### config.mk
export PLATFORM = sky130hd
export DESIGN_NAME = cssc_top
export DESIGN_NICKNAME = d
export VERILOG_FILES = /design/src/rtl/cssc_pkg.sv /design/src/rtl/cssc_top.sv /design/src/rtl/cssc_sync.sv
export SDC_FILE = /design/constraint.sdc
export NUM_CORES = 1
export LEC_CHECK = 0
export ABC_AREA = 1
export BUFFER_PORTS_ARGS = -buffer_cell sky130_fd_sc_hd__buf_2
export CORE_ASPECT_RATIO = 2
export CORE_UTILIZATION = 35
export CTS_CLUSTER_DIAMETER = 50
export CTS_CLUSTER_SIZE = 14
export DETAILED_ROUTE_END_ITERATION = 10
export GPL_ROUTABILITY_DRIVEN = 0
export PLACE_DENSITY = 0.66
export REMOVE_ABC_BUFFERS = 1
export SLEW_MARGIN = 25
export SYNTH_ARGS = -nofsm -noshare
export SYNTH_HDL_FRONTEND = slang
export SYNTH_HIERARCHICAL = 1
export SYNTH_SLANG_ARGS = --single-unit
### constraint.sdc
create_clock -name sys_clk -period 9.4 [get_ports sys_clk]
set_clock_uncertainty 0.1 [all_clocks]
set_input_delay 0 -clock sys_clk [delete_from_list [all_inputs] [get_ports sys_clk]]
set_output_delay 0 -clock sys_clk [all_outputs]
set_load 0.02 [all_outputs]
### src/rtl/cssc_pkg.sv
// package of constants for the current sense status and control block
package cssc_pkg;
  // ************************************************************
  // register indices (plain port, word addressed)
  // ************************************************************
  localparam logic [3:0] ADDR_GENERAL_CONFIG = 4'h0;
  localparam logic [3:0] ADDR_RETRY_CONFIG   = 4'h1;
  localparam logic [3:0] ADDR_FAULT_REPORT   = 4'h2;
  localparam logic [3:0] ADDR_CHANNEL_STATE  = 4'h3;
  localparam logic [3:0] ADDR_IRQ_STATUS     = 4'h4;
  localparam logic [3:0] ADDR_IRQ_MASK       = 4'h5;
  // ************************************************************
  // field positions
  // ************************************************************
  localparam int GCR_SENSE_LO_BIT   = 1;
  localparam int GCR_SENSE_HI_BIT   = 2;
  localparam int GCR_TRACK_HOLD_BIT = 5;
  localparam int RETRY_OFFSET_BIT   = 8;
  localparam int FAULT_PREWARN_BIT  = 8;
  localparam int IRQ_PREWARN_BIT    = 0;
  localparam int IRQ_VALID_BIT      = 1;
  localparam int IRQ_HOLD_BIT       = 2;
  localparam int IRQ_WIDTH          = 3;
  // ************************************************************
  // reset values
  // ************************************************************
  localparam logic [15:0] GENERAL_CONFIG_RST = 16'h0000;
  localparam logic [15:0] RETRY_CONFIG_RST   = 16'h0000;
  localparam logic [2:0]  IRQ_MASK_RST       = 3'h0;
  // ************************************************************
  // timing: settling time after turn-on before sense is valid
  // ************************************************************
  localparam int SETTLE_TIME_NS = 1000;
  localparam int CLK_PERIOD_NS  = 100;
  localparam int SETTLE_CYCLES  = (SETTLE_TIME_NS + CLK_PERIOD_NS - 1) / CLK_PERIOD_NS;
  localparam int DISCHARGE_CYCLES = 2;
  // sense source select encoding {hi, lo}
  localparam logic [1:0] SRC_NONE = 2'h0;
  localparam logic [1:0] SRC_CH0  = 2'h1;
  localparam logic [1:0] SRC_CH1  = 2'h2;
  localparam logic [1:0] SRC_TEMP = 2'h3;
  // sense path state
  typedef enum logic [1:0] {ST_IDLE, ST_SETTLE, ST_VALID, ST_HOLD} cssc_sense_e;
endpackage : cssc_pkg

### src/rtl/cssc_top.sv
// current sense control, track-and-hold, prewarning and channel state logic
//
// Function
// with track-and-hold selected the sense output keeps being driven after the channel turns off.
// after turn-on the sense is valid only once the sync output falls, in either mode.
// at switch-off in track-and-hold the last sense value is held and sync goes high.
// changing the sensed channel in track-and-hold discards the held value and reacquires it.
// the controller should not use track-and-hold below 60 Hz switching.
// a per-channel offset polarity bit at D8 of the retry config adds (1) or subtracts (0) the offset.
// the held value keeps the polarity active at switch-off; later changes do not alter it.
// the controller must switch on once with opposite polarity before the second measurement.
// the controller spaces its two measurements about five filter time constants apart.
// in normal mode the prewarning flag sets above threshold without turning the channel off.
// the prewarning flag clears only on a fault report read while the temperature is below threshold.
// the channel state bits show each channel's on state in real time.
// in synchronous mode the sense output stops presenting current once the channel is off.
// two sense select bits choose channel 0, channel 1 or temperature as sense source.
// comparator levels are synchronised, and clear-on-read acts at the end of the read.
//
// The register offsets and the strobed register port were left to the implementer.
`timescale 1ns/10ps
module cssc_top
  import cssc_pkg::*;
#(
  parameter int SENSE_W = 10
)(
  // clock and reset
  input  wire logic               sys_clk,
  input  wire logic               resetn,
  // register port
  input  wire logic [3:0]         reg_addr,
  input  wire logic [15:0]        reg_wdata,
  input  wire logic               reg_wr,
  input  wire logic               reg_rd,
  output logic      [15:0]        reg_rdata,
  // channel and comparator inputs
  input  wire logic [1:0]         chan_on_cmd,
  input  wire logic [1:0]         out_above_half,
  input  wire logic               temp_above_prewarn,
  input  wire logic               normal_mode,
  input  wire logic [SENSE_W-1:0] chan0_sense,
  input  wire logic [SENSE_W-1:0] chan1_sense,
  input  wire logic [SENSE_W-1:0] temp_sense,
  input  wire logic [SENSE_W-1:0] chan0_offset,
  input  wire logic [SENSE_W-1:0] chan1_offset,
  // sense outputs
  output logic      [SENSE_W-1:0] sense_out,
  output logic                    sense_drive,
  output logic                    sense_sync,
  output logic                    irq
);
  // ************************************************************
  // registers and state
  // ************************************************************
  logic [15:0]        general_config_reg_q;
  logic [1:0]         channel_offset_polarity_q;
  logic               temp_prewarn_flag_q;
  logic [IRQ_WIDTH-1:0] irq_status_q;
  logic [IRQ_WIDTH-1:0] irq_mask_q;
  logic [SENSE_W-1:0] held_q;
  logic [1:0]         src_q;
  logic [1:0]         on_prev_q;
  logic [7:0]         cnt_q;
  cssc_sense_e        st_q;
  cssc_sense_e        st_d;
  logic [7:0]         cnt_d;
  logic [SENSE_W-1:0] held_d;
  logic               read_pend_q;

  // ************************************************************
  // synchronised comparator levels
  // ************************************************************
  logic [2:0] cmp_sync;
  cssc_sync #(.WIDTH(3)) u_sync (
    .sys_clk  (sys_clk),
    .resetn   (resetn),
    .async_in ({temp_above_prewarn, out_above_half}),
    .sync_out (cmp_sync)
  );
  wire [1:0] chan_state  = cmp_sync[1:0];
  wire       temp_over   = cmp_sync[2];

  // ************************************************************
  // decode
  // ************************************************************
  wire       wr_gcr    = reg_wr && (reg_addr == ADDR_GENERAL_CONFIG);
  wire       wr_retry  = reg_wr && (reg_addr == ADDR_RETRY_CONFIG);
  wire       wr_stat   = reg_wr && (reg_addr == ADDR_IRQ_STATUS);
  wire       wr_mask   = reg_wr && (reg_addr == ADDR_IRQ_MASK);
  wire       rd_fault  = reg_rd && (reg_addr == ADDR_FAULT_REPORT);
  wire       track_hold = general_config_reg_q[GCR_TRACK_HOLD_BIT];
  wire [1:0] src_sel   = {general_config_reg_q[GCR_SENSE_HI_BIT],
                          general_config_reg_q[GCR_SENSE_LO_BIT]};
  wire       src_is_ch = (src_sel == SRC_CH0) || (src_sel == SRC_CH1);
  wire       ch_idx    = (src_sel == SRC_CH1);
  wire       ch_on     = src_is_ch && chan_on_cmd[ch_idx];
  wire       ch_rise   = ch_on && !on_prev_q[ch_idx];
  wire       ch_fall   = src_is_ch && !chan_on_cmd[ch_idx] && on_prev_q[ch_idx];
  wire       src_chg   = (src_sel != src_q);

  // offset added or subtracted per channel polarity
  wire [SENSE_W-1:0] raw_sense = ch_idx ? chan1_sense : chan0_sense;
  wire [SENSE_W-1:0] raw_off   = ch_idx ? chan1_offset : chan0_offset;
  wire [SENSE_W-1:0] live_sense = channel_offset_polarity_q[ch_idx]
                                  ? SENSE_W'(raw_sense + raw_off)
                                  : SENSE_W'(raw_sense - raw_off);

  // ************************************************************
  // sense path state machine
  // ************************************************************
  always_comb
  begin
    st_d   = st_q;
    cnt_d  = cnt_q;
    held_d = held_q;
    case (st_q)
      ST_IDLE:
      begin
        if (ch_on)
        begin
          st_d  = ST_SETTLE;
          cnt_d = 8'(SETTLE_CYCLES);
        end
      end
      ST_SETTLE:
      begin
        if (src_chg || !ch_on)
        begin
          st_d = ST_IDLE;
        end
        else if (cnt_q <= 8'h01)
        begin
          st_d = ST_VALID;
        end
        else
        begin
          cnt_d = 8'(cnt_q - 8'h01);
        end
      end
      ST_VALID:
      begin
        if (src_chg)
        begin
          st_d = ST_IDLE;
        end
        else if (ch_fall && track_hold)
        begin
          st_d   = ST_HOLD;
          held_d = live_sense;
        end
        else if (ch_fall)
        begin
          st_d = ST_IDLE;
        end
        else
        begin
          held_d = live_sense;
        end
      end
      ST_HOLD:
      begin
        if (src_chg || !track_hold)
        begin
          st_d = ST_IDLE;
        end
        else if (ch_rise)
        begin
          st_d  = ST_SETTLE;
          cnt_d = 8'(SETTLE_CYCLES);
        end
      end
      default:
      begin
        st_d = ST_IDLE;
      end
    endcase
  end

  // sense state registers
  always_ff @(posedge sys_clk)
  begin
    if (!resetn)
    begin
      st_q      <= ST_IDLE;
      cnt_q     <= 8'h00;
      held_q    <= '0;
      src_q     <= SRC_NONE;
      on_prev_q <= 2'h0;
    end
    else
    begin
      st_q      <= st_d;
      cnt_q     <= cnt_d;
      held_q    <= src_chg ? '0 : held_d;
      src_q     <= src_sel;
      on_prev_q <= chan_on_cmd;
    end
  end

  // ************************************************************
  // sense outputs
  // ************************************************************
  wire sense_live = (src_sel == SRC_TEMP) || (st_q == ST_VALID) || (st_q == ST_SETTLE);
  always_ff @(posedge sys_clk)
  begin
    if (!resetn)
    begin
      sense_out   <= '0;
      sense_drive <= 1'b0;
      sense_sync  <= 1'b1;
    end
    else
    begin
      sense_drive <= sense_live || (st_q == ST_HOLD);
      sense_out   <= (src_sel == SRC_TEMP) ? temp_sense :
                     (st_q == ST_HOLD)     ? held_q :
                     sense_live            ? live_sense : '0;
      sense_sync  <= (st_q != ST_VALID);
    end
  end

  // ************************************************************
  // configuration registers
  // ************************************************************
  always_ff @(posedge sys_clk)
  begin
    if (!resetn)
    begin
      general_config_reg_q      <= GENERAL_CONFIG_RST;
      channel_offset_polarity_q <= 2'h0;
      irq_mask_q                <= IRQ_MASK_RST;
    end
    else
    begin
      if (wr_gcr)
        general_config_reg_q <= reg_wdata;
      if (wr_retry)
        channel_offset_polarity_q[ch_idx] <= reg_wdata[RETRY_OFFSET_BIT];
      if (wr_mask)
        irq_mask_q <= reg_wdata[IRQ_WIDTH-1:0];
    end
  end

  // ************************************************************
  // prewarning flag, cleared after the read completes
  // ************************************************************
  always_ff @(posedge sys_clk)
  begin
    if (!resetn)
    begin
      temp_prewarn_flag_q <= 1'b0;
      read_pend_q         <= 1'b0;
    end
    else
    begin
      read_pend_q <= rd_fault;
      if (normal_mode && temp_over)
        temp_prewarn_flag_q <= 1'b1;
      else if (read_pend_q && !temp_over)
        temp_prewarn_flag_q <= 1'b0;
    end
  end

  // ************************************************************
  // interrupt status, write one to clear, set wins
  // ************************************************************
  wire [IRQ_WIDTH-1:0] irq_ev;
  assign irq_ev[IRQ_PREWARN_BIT] = normal_mode && temp_over && !temp_prewarn_flag_q;
  assign irq_ev[IRQ_VALID_BIT]   = (st_d == ST_VALID) && (st_q == ST_SETTLE);
  assign irq_ev[IRQ_HOLD_BIT]    = (st_d == ST_HOLD) && (st_q == ST_VALID);
  wire [IRQ_WIDTH-1:0] irq_clr = wr_stat ? reg_wdata[IRQ_WIDTH-1:0] : '0;
  always_ff @(posedge sys_clk)
  begin
    if (!resetn)
    begin
      irq_status_q <= '0;
      irq          <= 1'b0;
    end
    else
    begin
      irq_status_q <= (irq_status_q & ~irq_clr) | irq_ev;
      // a mask bit at one blocks its source, so the reset value leaves all sources live
      irq          <= |(((irq_status_q & ~irq_clr) | irq_ev) & ~irq_mask_q);
    end
  end

  // ************************************************************
  // read data, one cycle after the strobe
  // ************************************************************
  logic [15:0] rd_mux;
  always_comb
  begin
    rd_mux = 16'h0000;
    case (reg_addr)
      ADDR_GENERAL_CONFIG: rd_mux = general_config_reg_q;
      ADDR_RETRY_CONFIG:   rd_mux[RETRY_OFFSET_BIT] = channel_offset_polarity_q[ch_idx];
      ADDR_FAULT_REPORT:   rd_mux[FAULT_PREWARN_BIT] = temp_prewarn_flag_q;
      ADDR_CHANNEL_STATE:  rd_mux[1:0] = chan_state;
      ADDR_IRQ_STATUS:     rd_mux[IRQ_WIDTH-1:0] = irq_status_q;
      ADDR_IRQ_MASK:       rd_mux[IRQ_WIDTH-1:0] = irq_mask_q;
      default:             rd_mux = 16'h0000;
    endcase
  end

  always_ff @(posedge sys_clk)
  begin
    if (!resetn)
      reg_rdata <= 16'h0000;
    else
      reg_rdata <= reg_rd ? rd_mux : 16'h0000;
  end
endmodule : cssc_top

### src/rtl/cssc_sync.sv
// two-flop level synchroniser, one per bit
`timescale 1ns/10ps
module cssc_sync
  import cssc_pkg::*;
#(
  parameter int WIDTH = 3
)(
  // clock and reset
  input  wire logic             sys_clk,
  input  wire logic             resetn,
  // levels
  input  wire logic [WIDTH-1:0] async_in,
  output logic      [WIDTH-1:0] sync_out
);
  logic [WIDTH-1:0] meta_q;

  // first stage read only by the second stage
  genvar i;
  generate
    for (i = 0; i < WIDTH; i++)
    begin : g_bit
      always_ff @(posedge sys_clk)
      begin
        if (!resetn)
        begin
          meta_q[i]   <= 1'b0;
          sync_out[i] <= 1'b0;
        end
        else
        begin
          meta_q[i]   <= async_in[i];
          sync_out[i] <= meta_q[i];
        end
      end
    end
  endgenerate
endmodule : cssc_sync

==> results.sh, run 1 <==
export IMPL_final_layout_size_suffix_gt1_share_pct=18.0
export IMPL_crit_path_end_kind="register"
export IMPL_switchingPower_w=0.000428
export IMPL_fmax_mhz=285
export IMPL_finalSetupTns_ns=0
export IMPL_grt_max_degree=47
export IMPL_yosysUniqueCellTypes=44
export IMPL_slew_violations=0
export IMPL_io_buffer_count=108
export IMPL_start_util_pct=36.1
export IMPL_p_total_w=0.00119
export IMPL_hold_path_class="in -> reg"
export IMPL_numCtsBuffers=9
export IMPL_cts_max_path_buffers=2
export IMPL_critPathLaunchType="register"
export IMPL_tritoncts="yes"
export IMPL_switching_share_pct=36.0
export IMPL_grt_pass1_vias=4341
export IMPL_ys_top_cells_by_count="nand2_1 (147), dfxtp_1 (85), inv_1 (80), nor2_1 (70), a21oi_1 (56)"
export IMPL_clock_latency_ns=0.34
export IMPL_synth_enable_flop_cells=0
export IMPL_clock_sinks=85
export IMPL_crit_type="reg -> reg"
export IMPL_finish_instance_area_um2=5790
export IMPL_ys_flop_type="dfxtp_1"
export IMPL_grt_overflow=0
export IMPL_period_share_pct=37.3
export IMPL_ys_async_sr_fraction_pct=0
export IMPL_tightest_slew_ns=0.877
export IMPL_synth_top_cell_by_area="dfxtp_1"
export IMPL_p_leak_nw=2.76
export IMPL_ir_drop_v=0.000147
export IMPL_fp_dieW_um=81.5
export IMPL_wl_um=11300
export IMPL_seq_power_share_pct=35.7
export IMPL_yosysMostFrequentCell="nand2_1"
export IMPL_yosys_warnings=6
export IMPL_wire_per_inst_um=12.2
export IMPL_gr_usage_met2_pct=33.4
export IMPL_first_pass_iters=4
export IMPL_busiest_layer="met2"
export IMPL_power_density_nw_per_um2=206
export IMPL_antenna_found_initial=0
export IMPL_cts_setup_buffers=0
export IMPL_crit_end="sense_out[8]"
export IMPL_pwr_share_comb_pct=33.7
export IMPL_drc=0
export IMPL_setup_viol=0
export IMPL_r2r_start="general_config_reg_q[1]"
export IMPL_syn_inst=630
export IMPL_syn_area_per_cell_um2=7.02
export IMPL_relSlewSlack_pct=41.4
export IMPL_layout_nets=873
export IMPL_ys_seq_area_share_pct=38.5
export IMPL_antenna_cells=0
export IMPL_cp_required_ns=9.57
export IMPL_vias=4478
export IMPL_fillers=1293
export IMPL_core_area_um2=12300
export IMPL_maxCapViolCount=0
export IMPL_grt_util_met3_pct=3.45
export IMPL_row_count=57
export IMPL_r2r_end="sense_out[8]"
export IMPL_grt_setup_unrepaired="false"
export IMPL_place_area_um2=5070
export IMPL_min_period_ns=3.51
export IMPL_fp_dieArea_um2=13100
export IMPL_met1_usage_pct=19.2
export IMPL_finalHoldViolCount=0
export IMPL_routed_via_density=4.84
export IMPL_htreeDepth=3
export IMPL_outcome="finished clean"
export IMPL_synth_area_top_cells="dfxtp_1 (38%), nand2_1 (12%), inv_1 (6.8%)"
export IMPL_dpl_hpwl_um=8360
export IMPL_rr_worst_depth=21
export IMPL_root_buffer="clkbuf_16"
export IMPL_area_growth_pct=30.8
export IMPL_clkPwrFrac_pct=30.6
export IMPL_path_max_fanout=28
export IMPL_arrival_ns=3.68
export IMPL_antenna_left=0
export IMPL_post_synth_top_area_fraction_pct=38.5
export IMPL_drtIter0Drc=236
export IMPL_grt_first_pass_wirelength_um=18900
export IMPL_ys_seq_elements=85
export IMPL_reg2reg_slack_ns=5.89
export IMPL_syn_cell_area_um2=4420
export IMPL_clkTransAtPathRegs_ns=0.07
export IMPL_grt_usage_pct=18.6
export IMPL_crit_start="general_config_reg_q[1]"
export IMPL_internal_power_w=0.000762
export IMPL_die_h_um=161
export IMPL_top_level_ports=109
==> power by group through the flow <==
stage          registers (W)  logic [W]  clock network, W
2_1_floorplan       0.000443   0.000275                 0
3_3_place_gp        0.000432   0.000386                 0
3_5_place_dp        0.000432   0.000389                 0
4_1_cts             0.000424   0.000403          0.000373
5_1_grt             0.000429   0.000455          0.000389
6_report            0.000424   0.000401          0.000365
==> state kept, by name, indices dropped and copies added (netlist names), 2 cells and up <==
signal	cells
src_q	2
u_sync/meta_q	3
st_q	2
u_sync/sync_out	3
irq_mask_q	3
general_config_reg_q	16
held_q	10
on_prev_q	2
cnt_q	8
channel_offset_polarity_q	2
reg_rdata	16
irq_status_q	3
sense_out	10
==> metrics by stage <==
stage | std cells | hold slack [ns] | utilization [%] | worst slack, ns
detailed placement | 868 | 0.0876 | 41.3 | 5.84
finish | 925 | 0.0696 | 47.2 | 5.89
global placement | 868 | 0.0820 | 41.3 | 5.97
global route | 925 | 0.0930 | 47.2 | 5.40
CTS | 925 | 0.0463 | 47.2 | 5.83
floorplan | 612 | -0.0300 | - | 5.87
==> worst min path at each step <==
stage / endpoint / slack [ns] / from / cells after the start
2_1_floorplan: sense_sync / -0.03 / resetn / 1
3_5_place_dp: u_sync/meta_q[2] / 0.09 / temp_above_prewarn / 3
6_report: held_q[0] / 0.07 / chan0_sense[0] / 6
5_1_grt: reg_rdata[2] / 0.09 / reg_addr[2] / 6
3_3_place_gp: u_sync/meta_q[2] / 0.08 / temp_above_prewarn / 3
4_1_cts: held_q[0] / 0.05 / chan0_sense[0] / 6
==> metal layers <==
metal  wire [um]  share of wire [%]  vias up
met5           0                  0        -
met4         419                3.7        0
met3         342                3.0       29
met2        6110                 54       88
met1        4450                 39     2054
li1            -                  -     2307
==> cell families after synthesis <==
group	after synthesis	synth area share (%)
fa+ha+maj	20	5.83
xor+xnor	19	3.76
simple gates	276	26.1
compound gates	128	16.4
flops	85	38.5
mux	2	0.453
buf+inv	100	8.96
==> cell type report <==
class / instances / area, um^2 / area share [%]
multi-input cells: 445 / 2330 / 40.2
repair buffers: 150 / 958 / 16.6
well taps: 147 / 184 / 3.18
clock buffers: 9 / 225 / 3.89
inverters: 82 / 310 / 5.36
clock inverters: 7 / 81.3 / 1.41
flip-flops and latches: 85 / 1700 / 29.4
==> worst max-delay path: stages, from the launching register on <==
cell,delay (ns)
dfxtp_1,0.35
inv_2,0.08
ha_1,0.14
buf_4,0.29
inv_4,0.15
or2_1,0.24
o21ai_2,0.08
ha_1,0.19
nand3_1,0.12
nand2_1,0.10
xor2_1,0.14
inv_1,0.05
ha_1,0.34
nand2_1,0.09
inv_1,0.03
a21boi_0,0.25
nor2_1,0.08
o21ai_0,0.21
nand2_1,0.08
nand2_1,0.08
nand3_1,0.07
a21oi_1,0.14
==> repair_timing <==
item,4_1_cts,5_1_grt
hold endpoints to repair,41,0
hold buffers,41,0
resized for setup,0,0
==> layout by cell type (no fill, tap or decap), types with 2 or more instances in the layout <==
| master | count |
|---|---|
| or2_0 | 2 |
| nand2_1 | 147 |
| xnor2_1 | 7 |
| clkbuf_16 | 9 |
| a31oi_1 | 2 |
| a41oi_1 | 2 |
| nand4_1 | 9 |
| nor2_1 | 70 |
| nand3_1 | 31 |
| and2_1 | 2 |
| o21ai_1 | 2 |
| inv_1 | 80 |
| buf_2 | 108 |
| o21ai_0 | 51 |
| nor3_1 | 5 |
| mux2i_1 | 2 |
| o21ai_2 | 3 |
| dfxtp_1 | 85 |
| clkinv_4 | 2 |
| a21o_1 | 2 |
| ha_1 | 19 |
| nand2_2 | 3 |
| dlygate4sd3_1 | 41 |
| xor2_1 | 12 |
| a21oi_1 | 56 |
| inv_6 | 2 |
| nor2_2 | 2 |
Note: power is estimated with default switching activity, not from simulation.
==> inputs of run 2 (changes only) <==
==> constraint.sdc (replaced) <==
create_clock -name sys_clk -period 3.3 [get_ports sys_clk]
set_clock_uncertainty 0.1 [all_clocks]
set_input_delay 0 -clock sys_clk [delete_from_list [all_inputs] [get_ports sys_clk]]
set_output_delay 0 -clock sys_clk [all_outputs]
set_load 0.02 [all_outputs]
==> run 2 against run 1 <==
  * Final cell count up 1.2%
  * Non-clock buffer count up 11
  * Sequential share of layout area down 0.73 points
  * Critical path type unchanged
==> results.sh, run 2 (synthesis gave the netlist of run 1 again) <==
export IMPL_clock_latency_ns=0.34
export IMPL_instances_no_fill=936
export IMPL_cts_setup_buffers=0
export IMPL_slew_violations=0
export IMPL_crit_type="reg -> reg"
export IMPL_placed_cells=878
export IMPL_drc=0
export IMPL_die_h_um=161
export IMPL_start_util_pct=36.1
export IMPL_reg2reg_slack_ns=0.24
export IMPL_antenna_cells=0
export IMPL_internal_power_w=0.00220
export IMPL_grt_first_pass_wirelength_um=18900
export IMPL_ir_drop_v=0.000356
export IMPL_path_max_fanout=8
export IMPL_hold_path_cell_count=6
export IMPL_p_total_w=0.00344
export IMPL_relSlewSlack_pct=43.0
export IMPL_top_regs="general_config_reg_q: 16 flops, reg_rdata: 16 flops"
export IMPL_place_ws_ns=0.0209
export IMPL_place_area_um2=5160
export IMPL_power_density_nw_per_um2=580
export IMPL_hold_end="held_q[0]"
export IMPL_switchingPower_w=0.00125
export IMPL_top_level_ports=109
export IMPL_row_count=57
export IMPL_tightest_slew_ns=0.852
export IMPL_r2r_start="general_config_reg_q[1]"
export IMPL_final_cell_mix="nand2_1 (147), buf_2 (108), dfxtp_1 (85)"
export IMPL_fmax_mhz=327
export IMPL_cpMaxStageDelayCell="dfxtp_1"
export IMPL_cp_required_ns=3.47
export IMPL_fp_dieW_um=81.5
export IMPL_area_growth_pct=34.1
export IMPL_grt_overflow=0
export IMPL_io_buffer_count=108
export IMPL_root_buffer="clkbuf_16"
export IMPL_wire_per_inst_um=12.3
export IMPL_pwr_share_comb_pct=34.2
export IMPL_grt_max_degree=46
export IMPL_htreeDepth=3
export IMPL_cp_num_buf_inv=2
export IMPL_drtIter0Drc=200
export IMPL_fin_ws_ns=0.239
export IMPL_grt_usage_pct=18.7
export IMPL_arrival_ns=3.23
export IMPL_antenna_found_initial=0
export IMPL_crit_path_end_kind="register"
export IMPL_hold_path_class="in -> reg"
export IMPL_clkPwrFrac_pct=30.8
export IMPL_critPathLaunchType="register"
export IMPL_switching_share_pct=36.2
export IMPL_rr_worst_depth=17
export IMPL_crit_chain="inv_2 -> ha_4 -> inv_4 -> or2_1 -> o21ai_2 -> ha_1 -> nand3_1 -> o31ai_2 -> xnor2_1 -> ha_1 -> a21oi_2 -> nor2_1 -> a211oi_1 -> nand3_1 -> nand3_1 -> nand3_1 -> a21oi_2"
export IMPL_clock_sinks=85
export IMPL_layout_nets=884
export IMPL_dpl_hpwl_um=8480
export IMPL_p_leak_nw=2.82
export IMPL_wl_um=11500
export IMPL_core_area_um2=12300
export IMPL_numCtsBuffers=9
export IMPL_first_pass_iters=4
export IMPL_finish_instance_area_um2=5930
export IMPL_outcome="finished clean"
export IMPL_fillers=1254
export IMPL_grt_pass1_vias=4314
export IMPL_seq_power_share_pct=35.0
export IMPL_final_layout_size_suffix_gt1_share_pct=19.6
export IMPL_min_period_ns=3.06
export IMPL_vias=4485
export IMPL_clkTransAtPathRegs_ns=0.07
export IMPL_crit_top_cell="nand3_1"
export IMPL_fp_dieArea_um2=13100
export IMPL_maxCapViolCount=0
export IMPL_antenna_left=0
export IMPL_finalHoldViolCount=0
export IMPL_hp_start="chan0_sense[0]"
export IMPL_crit_family="compound AO/OA/AOI/OAI gates"
export IMPL_cpPeakStageDelay_ns=0.32
export IMPL_r2r_end="sense_out[9]"
export IMPL_period_share_pct=92.8
export IMPL_routed_via_density=4.79
export IMPL_final_common_cell="nand2_1"
export IMPL_setup_viol=0
export IMPL_tritoncts="yes"
export IMPL_cts_max_path_buffers=2
## run 2: cell count changes in the layout (fill, tap and decap cells not counted), moves of 2 or more
cell / previous run / this run
o21ai_1: 2 / 6
a21oi_1: 56 / 54
a21oi_2: 0 / 2
o21ai_0: 51 / 47
buf_4: 1 / 10
## run 2: worst max path at each step
stage                                       start      endpoint  slack (ns)  depth (start not counted)
after floorplan           general_config_reg_q[1]  sense_out[8]       -0.23                         20
after global placement    general_config_reg_q[1]  sense_out[8]        0.12                         18
after detailed placement  general_config_reg_q[1]  sense_out[8]        0.02                         18
after CTS                 general_config_reg_q[1]  sense_out[8]       0.003                         18
after global routing      general_config_reg_q[1]  sense_out[9]       -0.02                         17
final                     general_config_reg_q[1]  sense_out[9]        0.24                         17
## run 2: timing repair
action	4_1_cts	5_1_grt
hold endpoints to repair	42	0
endpoints found under the setup margin	0	8
hold buffers	41	0
gates resized for setup	0	10
## run 2: final cells by class
class	count	area, um^2	area share [%]
Inverter	82	310	5.23
Sequential cell	85	1700	28.7
Timing Repair Buffer	161	1070	18.0
Clock inverter	7	91.3	1.54
Clock buffer	9	225	3.80
Multi-Input combinational cell	445	2350	39.6
Tap cell	147	184	3.10
## run 2: metal layers
layer / track usage [%] / up-vias / wire length [um]
met5: 0 / - / 0
met4: 11.6 / 0 / 496
met2: 34.1 / 112 / 6250
met1: 19.1 / 1996 / 4430
li1: - / 2339 / -
met3: 2.54 / 38 / 332
## run 2: tightest hold or removal path, delay by kind of cell
family / cells / cell delay (ns)
adders and majority gates: 1 / 0.13
and+or+nand+nor: 4 / 0.23
buffers and inverters: 1 / 0.08
## run 2: through the flow
step | setup TNS, ns | utilization, % | hold slack [ns]
finish | 0 | 48.4 | 0.0311
global route | -0.0214 | 48.4 | 0.0878
CTS | 0 | 48.0 | 0.0354
detailed placement | 0 | 42.0 | 0.0874
global placement | 0 | 42.0 | 0.0806
floorplan | -1.11 | - | -0.0300
## run 2: power by group through the flow
stage	clock [W]	sequential, W	combinational [W]
2_1_floorplan	0	0.00126	0.000784
3_3_place_gp	0	0.00123	0.00112
3_5_place_dp	0	0.00123	0.00113
4_1_cts	0.00109	0.00121	0.00117
5_1_grt	0.00113	0.00122	0.00133
6_report	0.00106	0.00121	0.00118
==> inputs of run 3 (changes only) <==
==> constraint.sdc (replaced) <==
create_clock -name sys_clk -period 3.3 [get_ports sys_clk]
set_clock_uncertainty 0.1 [all_clocks]
set_input_delay 0.66 -clock sys_clk [delete_from_list [all_inputs] [get_ports sys_clk]]
set_output_delay 0.66 -clock sys_clk [all_outputs]
set_load 0.02 [all_outputs]
==> run 3 against run 2 <==
  * Worst hold slack better by 0.28 ns
  * Count of clock-buffer cells in the layout unchanged
  * Critical endpoint unchanged
  * Flip-flop and latch count unchanged
  * Global-route usage down 0.97 points
  * Critical path type unchanged
  * Wire length down 1.5%
  * Register-to-register slack worse by 0.02 ns
==> results.sh, run 3 (synthesis gave the netlist of run 1 again) <==
export IMPL_fp_dieW_um=81.5
export IMPL_wl_um=11300
export IMPL_path_max_fanout=7
export IMPL_hp_start="u_sync/meta_q[0]"
export IMPL_vias=4276
export IMPL_fin_ws_ns=0.216
export IMPL_outcome="finished clean"
export IMPL_final_layout_size_suffix_gt1_share_pct=21.1
export IMPL_min_period_ns=3.08
export IMPL_setup_viol=0
export IMPL_instances_no_fill=896
export IMPL_antenna_cells=0
export IMPL_cts_max_path_buffers=2
export IMPL_period_share_pct=93.5
export IMPL_cts_setup_buffers=0
export IMPL_critPathLaunchType="register"
export IMPL_start_util_pct=36.1
export IMPL_core_area_um2=12300
export IMPL_top_level_ports=109
export IMPL_antenna_left=0
export IMPL_grt_usage_pct=17.7
export IMPL_grt_max_degree=31
export IMPL_antenna_found_initial=0
export IMPL_r2r_end="sense_out[9]"
export IMPL_layout_nets=844
export IMPL_place_ws_ns=0.0459
export IMPL_hold_end="u_sync/sync_out[0]"
export IMPL_placed_cells=879
export IMPL_r2r_start="general_config_reg_q[1]"
export IMPL_slew_violations=0
export IMPL_fillers=1298
export IMPL_ff_latch_area_um2=1700
export IMPL_row_count=57
export IMPL_ir_drop_v=0.000308
export IMPL_dpl_hpwl_um=8600
export IMPL_root_buffer="clkbuf_16"
export IMPL_final_cell_mix="nand2_1 (147), buf_2 (108), dfxtp_1 (85)"
export IMPL_crit_type="reg -> reg"
export IMPL_rr_worst_depth=20
export IMPL_grt_overflow=0
export IMPL_final_common_cell="nand2_1"
export IMPL_relSlewSlack_pct=38.6
export IMPL_busiest_layer="met2"
export IMPL_maxCapViolCount=0
export IMPL_hold_path_class="reg -> reg"
export IMPL_hold_path_cell_count=2
export IMPL_grt_pass1_vias=3955
export IMPL_drtIter0Drc=184
export IMPL_gr_usage_met2_pct=32.7
export IMPL_arrival_ns=3.25
export IMPL_htreeDepth=3
export IMPL_grt_util_met3_pct=2.37
export IMPL_crit_path_end_kind="register"
export IMPL_top_regs="general_config_reg_q: 16 flops, reg_rdata: 16 flops"
export IMPL_multi_input_area_um2=2370
export IMPL_tritoncts="yes"
export IMPL_p_leak_nw=2.66
export IMPL_met1_usage_pct=18.6
export IMPL_clkTransAtPathRegs_ns=0.07
export IMPL_numCtsBuffers=9
export IMPL_area_growth_pct=25.2
export IMPL_finalHoldViolCount=0
export IMPL_io_buffer_count=108
export IMPL_reg2reg_slack_ns=0.22
export IMPL_cp_required_ns=3.47
export IMPL_routed_via_density=4.77
export IMPL_die_h_um=161
export IMPL_first_pass_iters=4
export IMPL_hold_buffers=0
export IMPL_drc=0
export IMPL_clock_sinks=85
export IMPL_grt_first_pass_wirelength_um=17700
export IMPL_p_total_w=0.00340
export IMPL_tightest_slew_ns=0.919
export IMPL_fmax_mhz=324
export IMPL_wire_per_inst_um=12.7
export IMPL_fp_dieArea_um2=13100
export IMPL_clock_latency_ns=0.34
export IMPL_power_density_nw_per_um2=614
run 3: cell count changes in the layout (fill, tap and decap cells not counted), sizes merged:
| cell | change |
|---|---|
| buf | +1 |
| clkinv | +1 |
| clkinvlp | -1 |
| dlygate4sd3 | -41 |
run 3: worst max path at each step:
stage | startpoint | end
2_1_floorplan | general_config_reg_q[1] | sense_out[8]
3_3_place_gp | chan1_offset[0] | sense_out[9]
3_5_place_dp | general_config_reg_q[1] | sense_out[8]
4_1_cts | general_config_reg_q[1] | sense_out[8]
5_1_grt | general_config_reg_q[1] | sense_out[9]
6_report | general_config_reg_q[1] | sense_out[9]
run 3: through the flow:
| stage | hold WS (ns) | util [%] | area (um^2) | setup TNS, ns |
|---|---|---|---|---|
| 2_1_floorplan | 0.286 | - | 4340 | -1.11 |
| 3_3_place_gp | 0.289 | 42.1 | 5160 | 0 |
| 3_5_place_dp | 0.300 | 42.1 | 5160 | 0 |
| 4_1_cts | 0.313 | 44.6 | 5470 | 0 |
| 5_1_grt | 0.334 | 45.2 | 5540 | -0.124 |
| 6_report | 0.308 | 45.2 | 5540 | 0 |
run 3: power by group:
group          internal, W  switching (W)  total [W]
combinational     0.000424       0.000726    0.00115
sequential         0.00114      0.0000619    0.00121
clock             0.000599       0.000445    0.00104
run 3: final cells by class:
type / count / share of cell area, %
Multi-Input combinational cell: 445 / 42.8
Sequential cell: 85 / 30.7
Clock buffer: 9 / 4.07
Clock inverter: 7 / 1.47
Timing Repair Buffer: 121 / 12.1
Inverter: 82 / 5.60
Tap cell: 147 / 3.32
run 3: per-layer routing:
metal | vias to the layer above | routed length (um) | part of all wire [%]
li1 | 2250 | - | -
met3 | 25 | 277 | 2.4
met5 | - | 0 | 0
met4 | 0 | 356 | 3.1
met1 | 1917 | 4420 | 39
met2 | 84 | 6290 | 55
run 3: what timing repair did:
item	in CTS	in global routing
endpoints found under the hold margin	0	0
endpoints found under the setup margin	0	8
gates resized for setup	0	9
run 3: critical path, stage by stage, from the launching register on:
cell	delay (ns)
dfxtp_1	0.32
inv_2	0.08
ha_4	0.19
inv_4	0.07
or2_1	0.22
o21ai_2	0.07
ha_1	0.18
nand3_1	0.13
nor2_1	0.15
a31oi_1	0.10
xor2_1	0.16
inv_1	0.09
ha_4	0.29
nand2_1	0.07
nor2_1	0.16
nand3_1	0.13
nand3_1	0.13
inv_1	0.05
nand2_1	0.07
nand3_1	0.08
a21oi_2	0.18
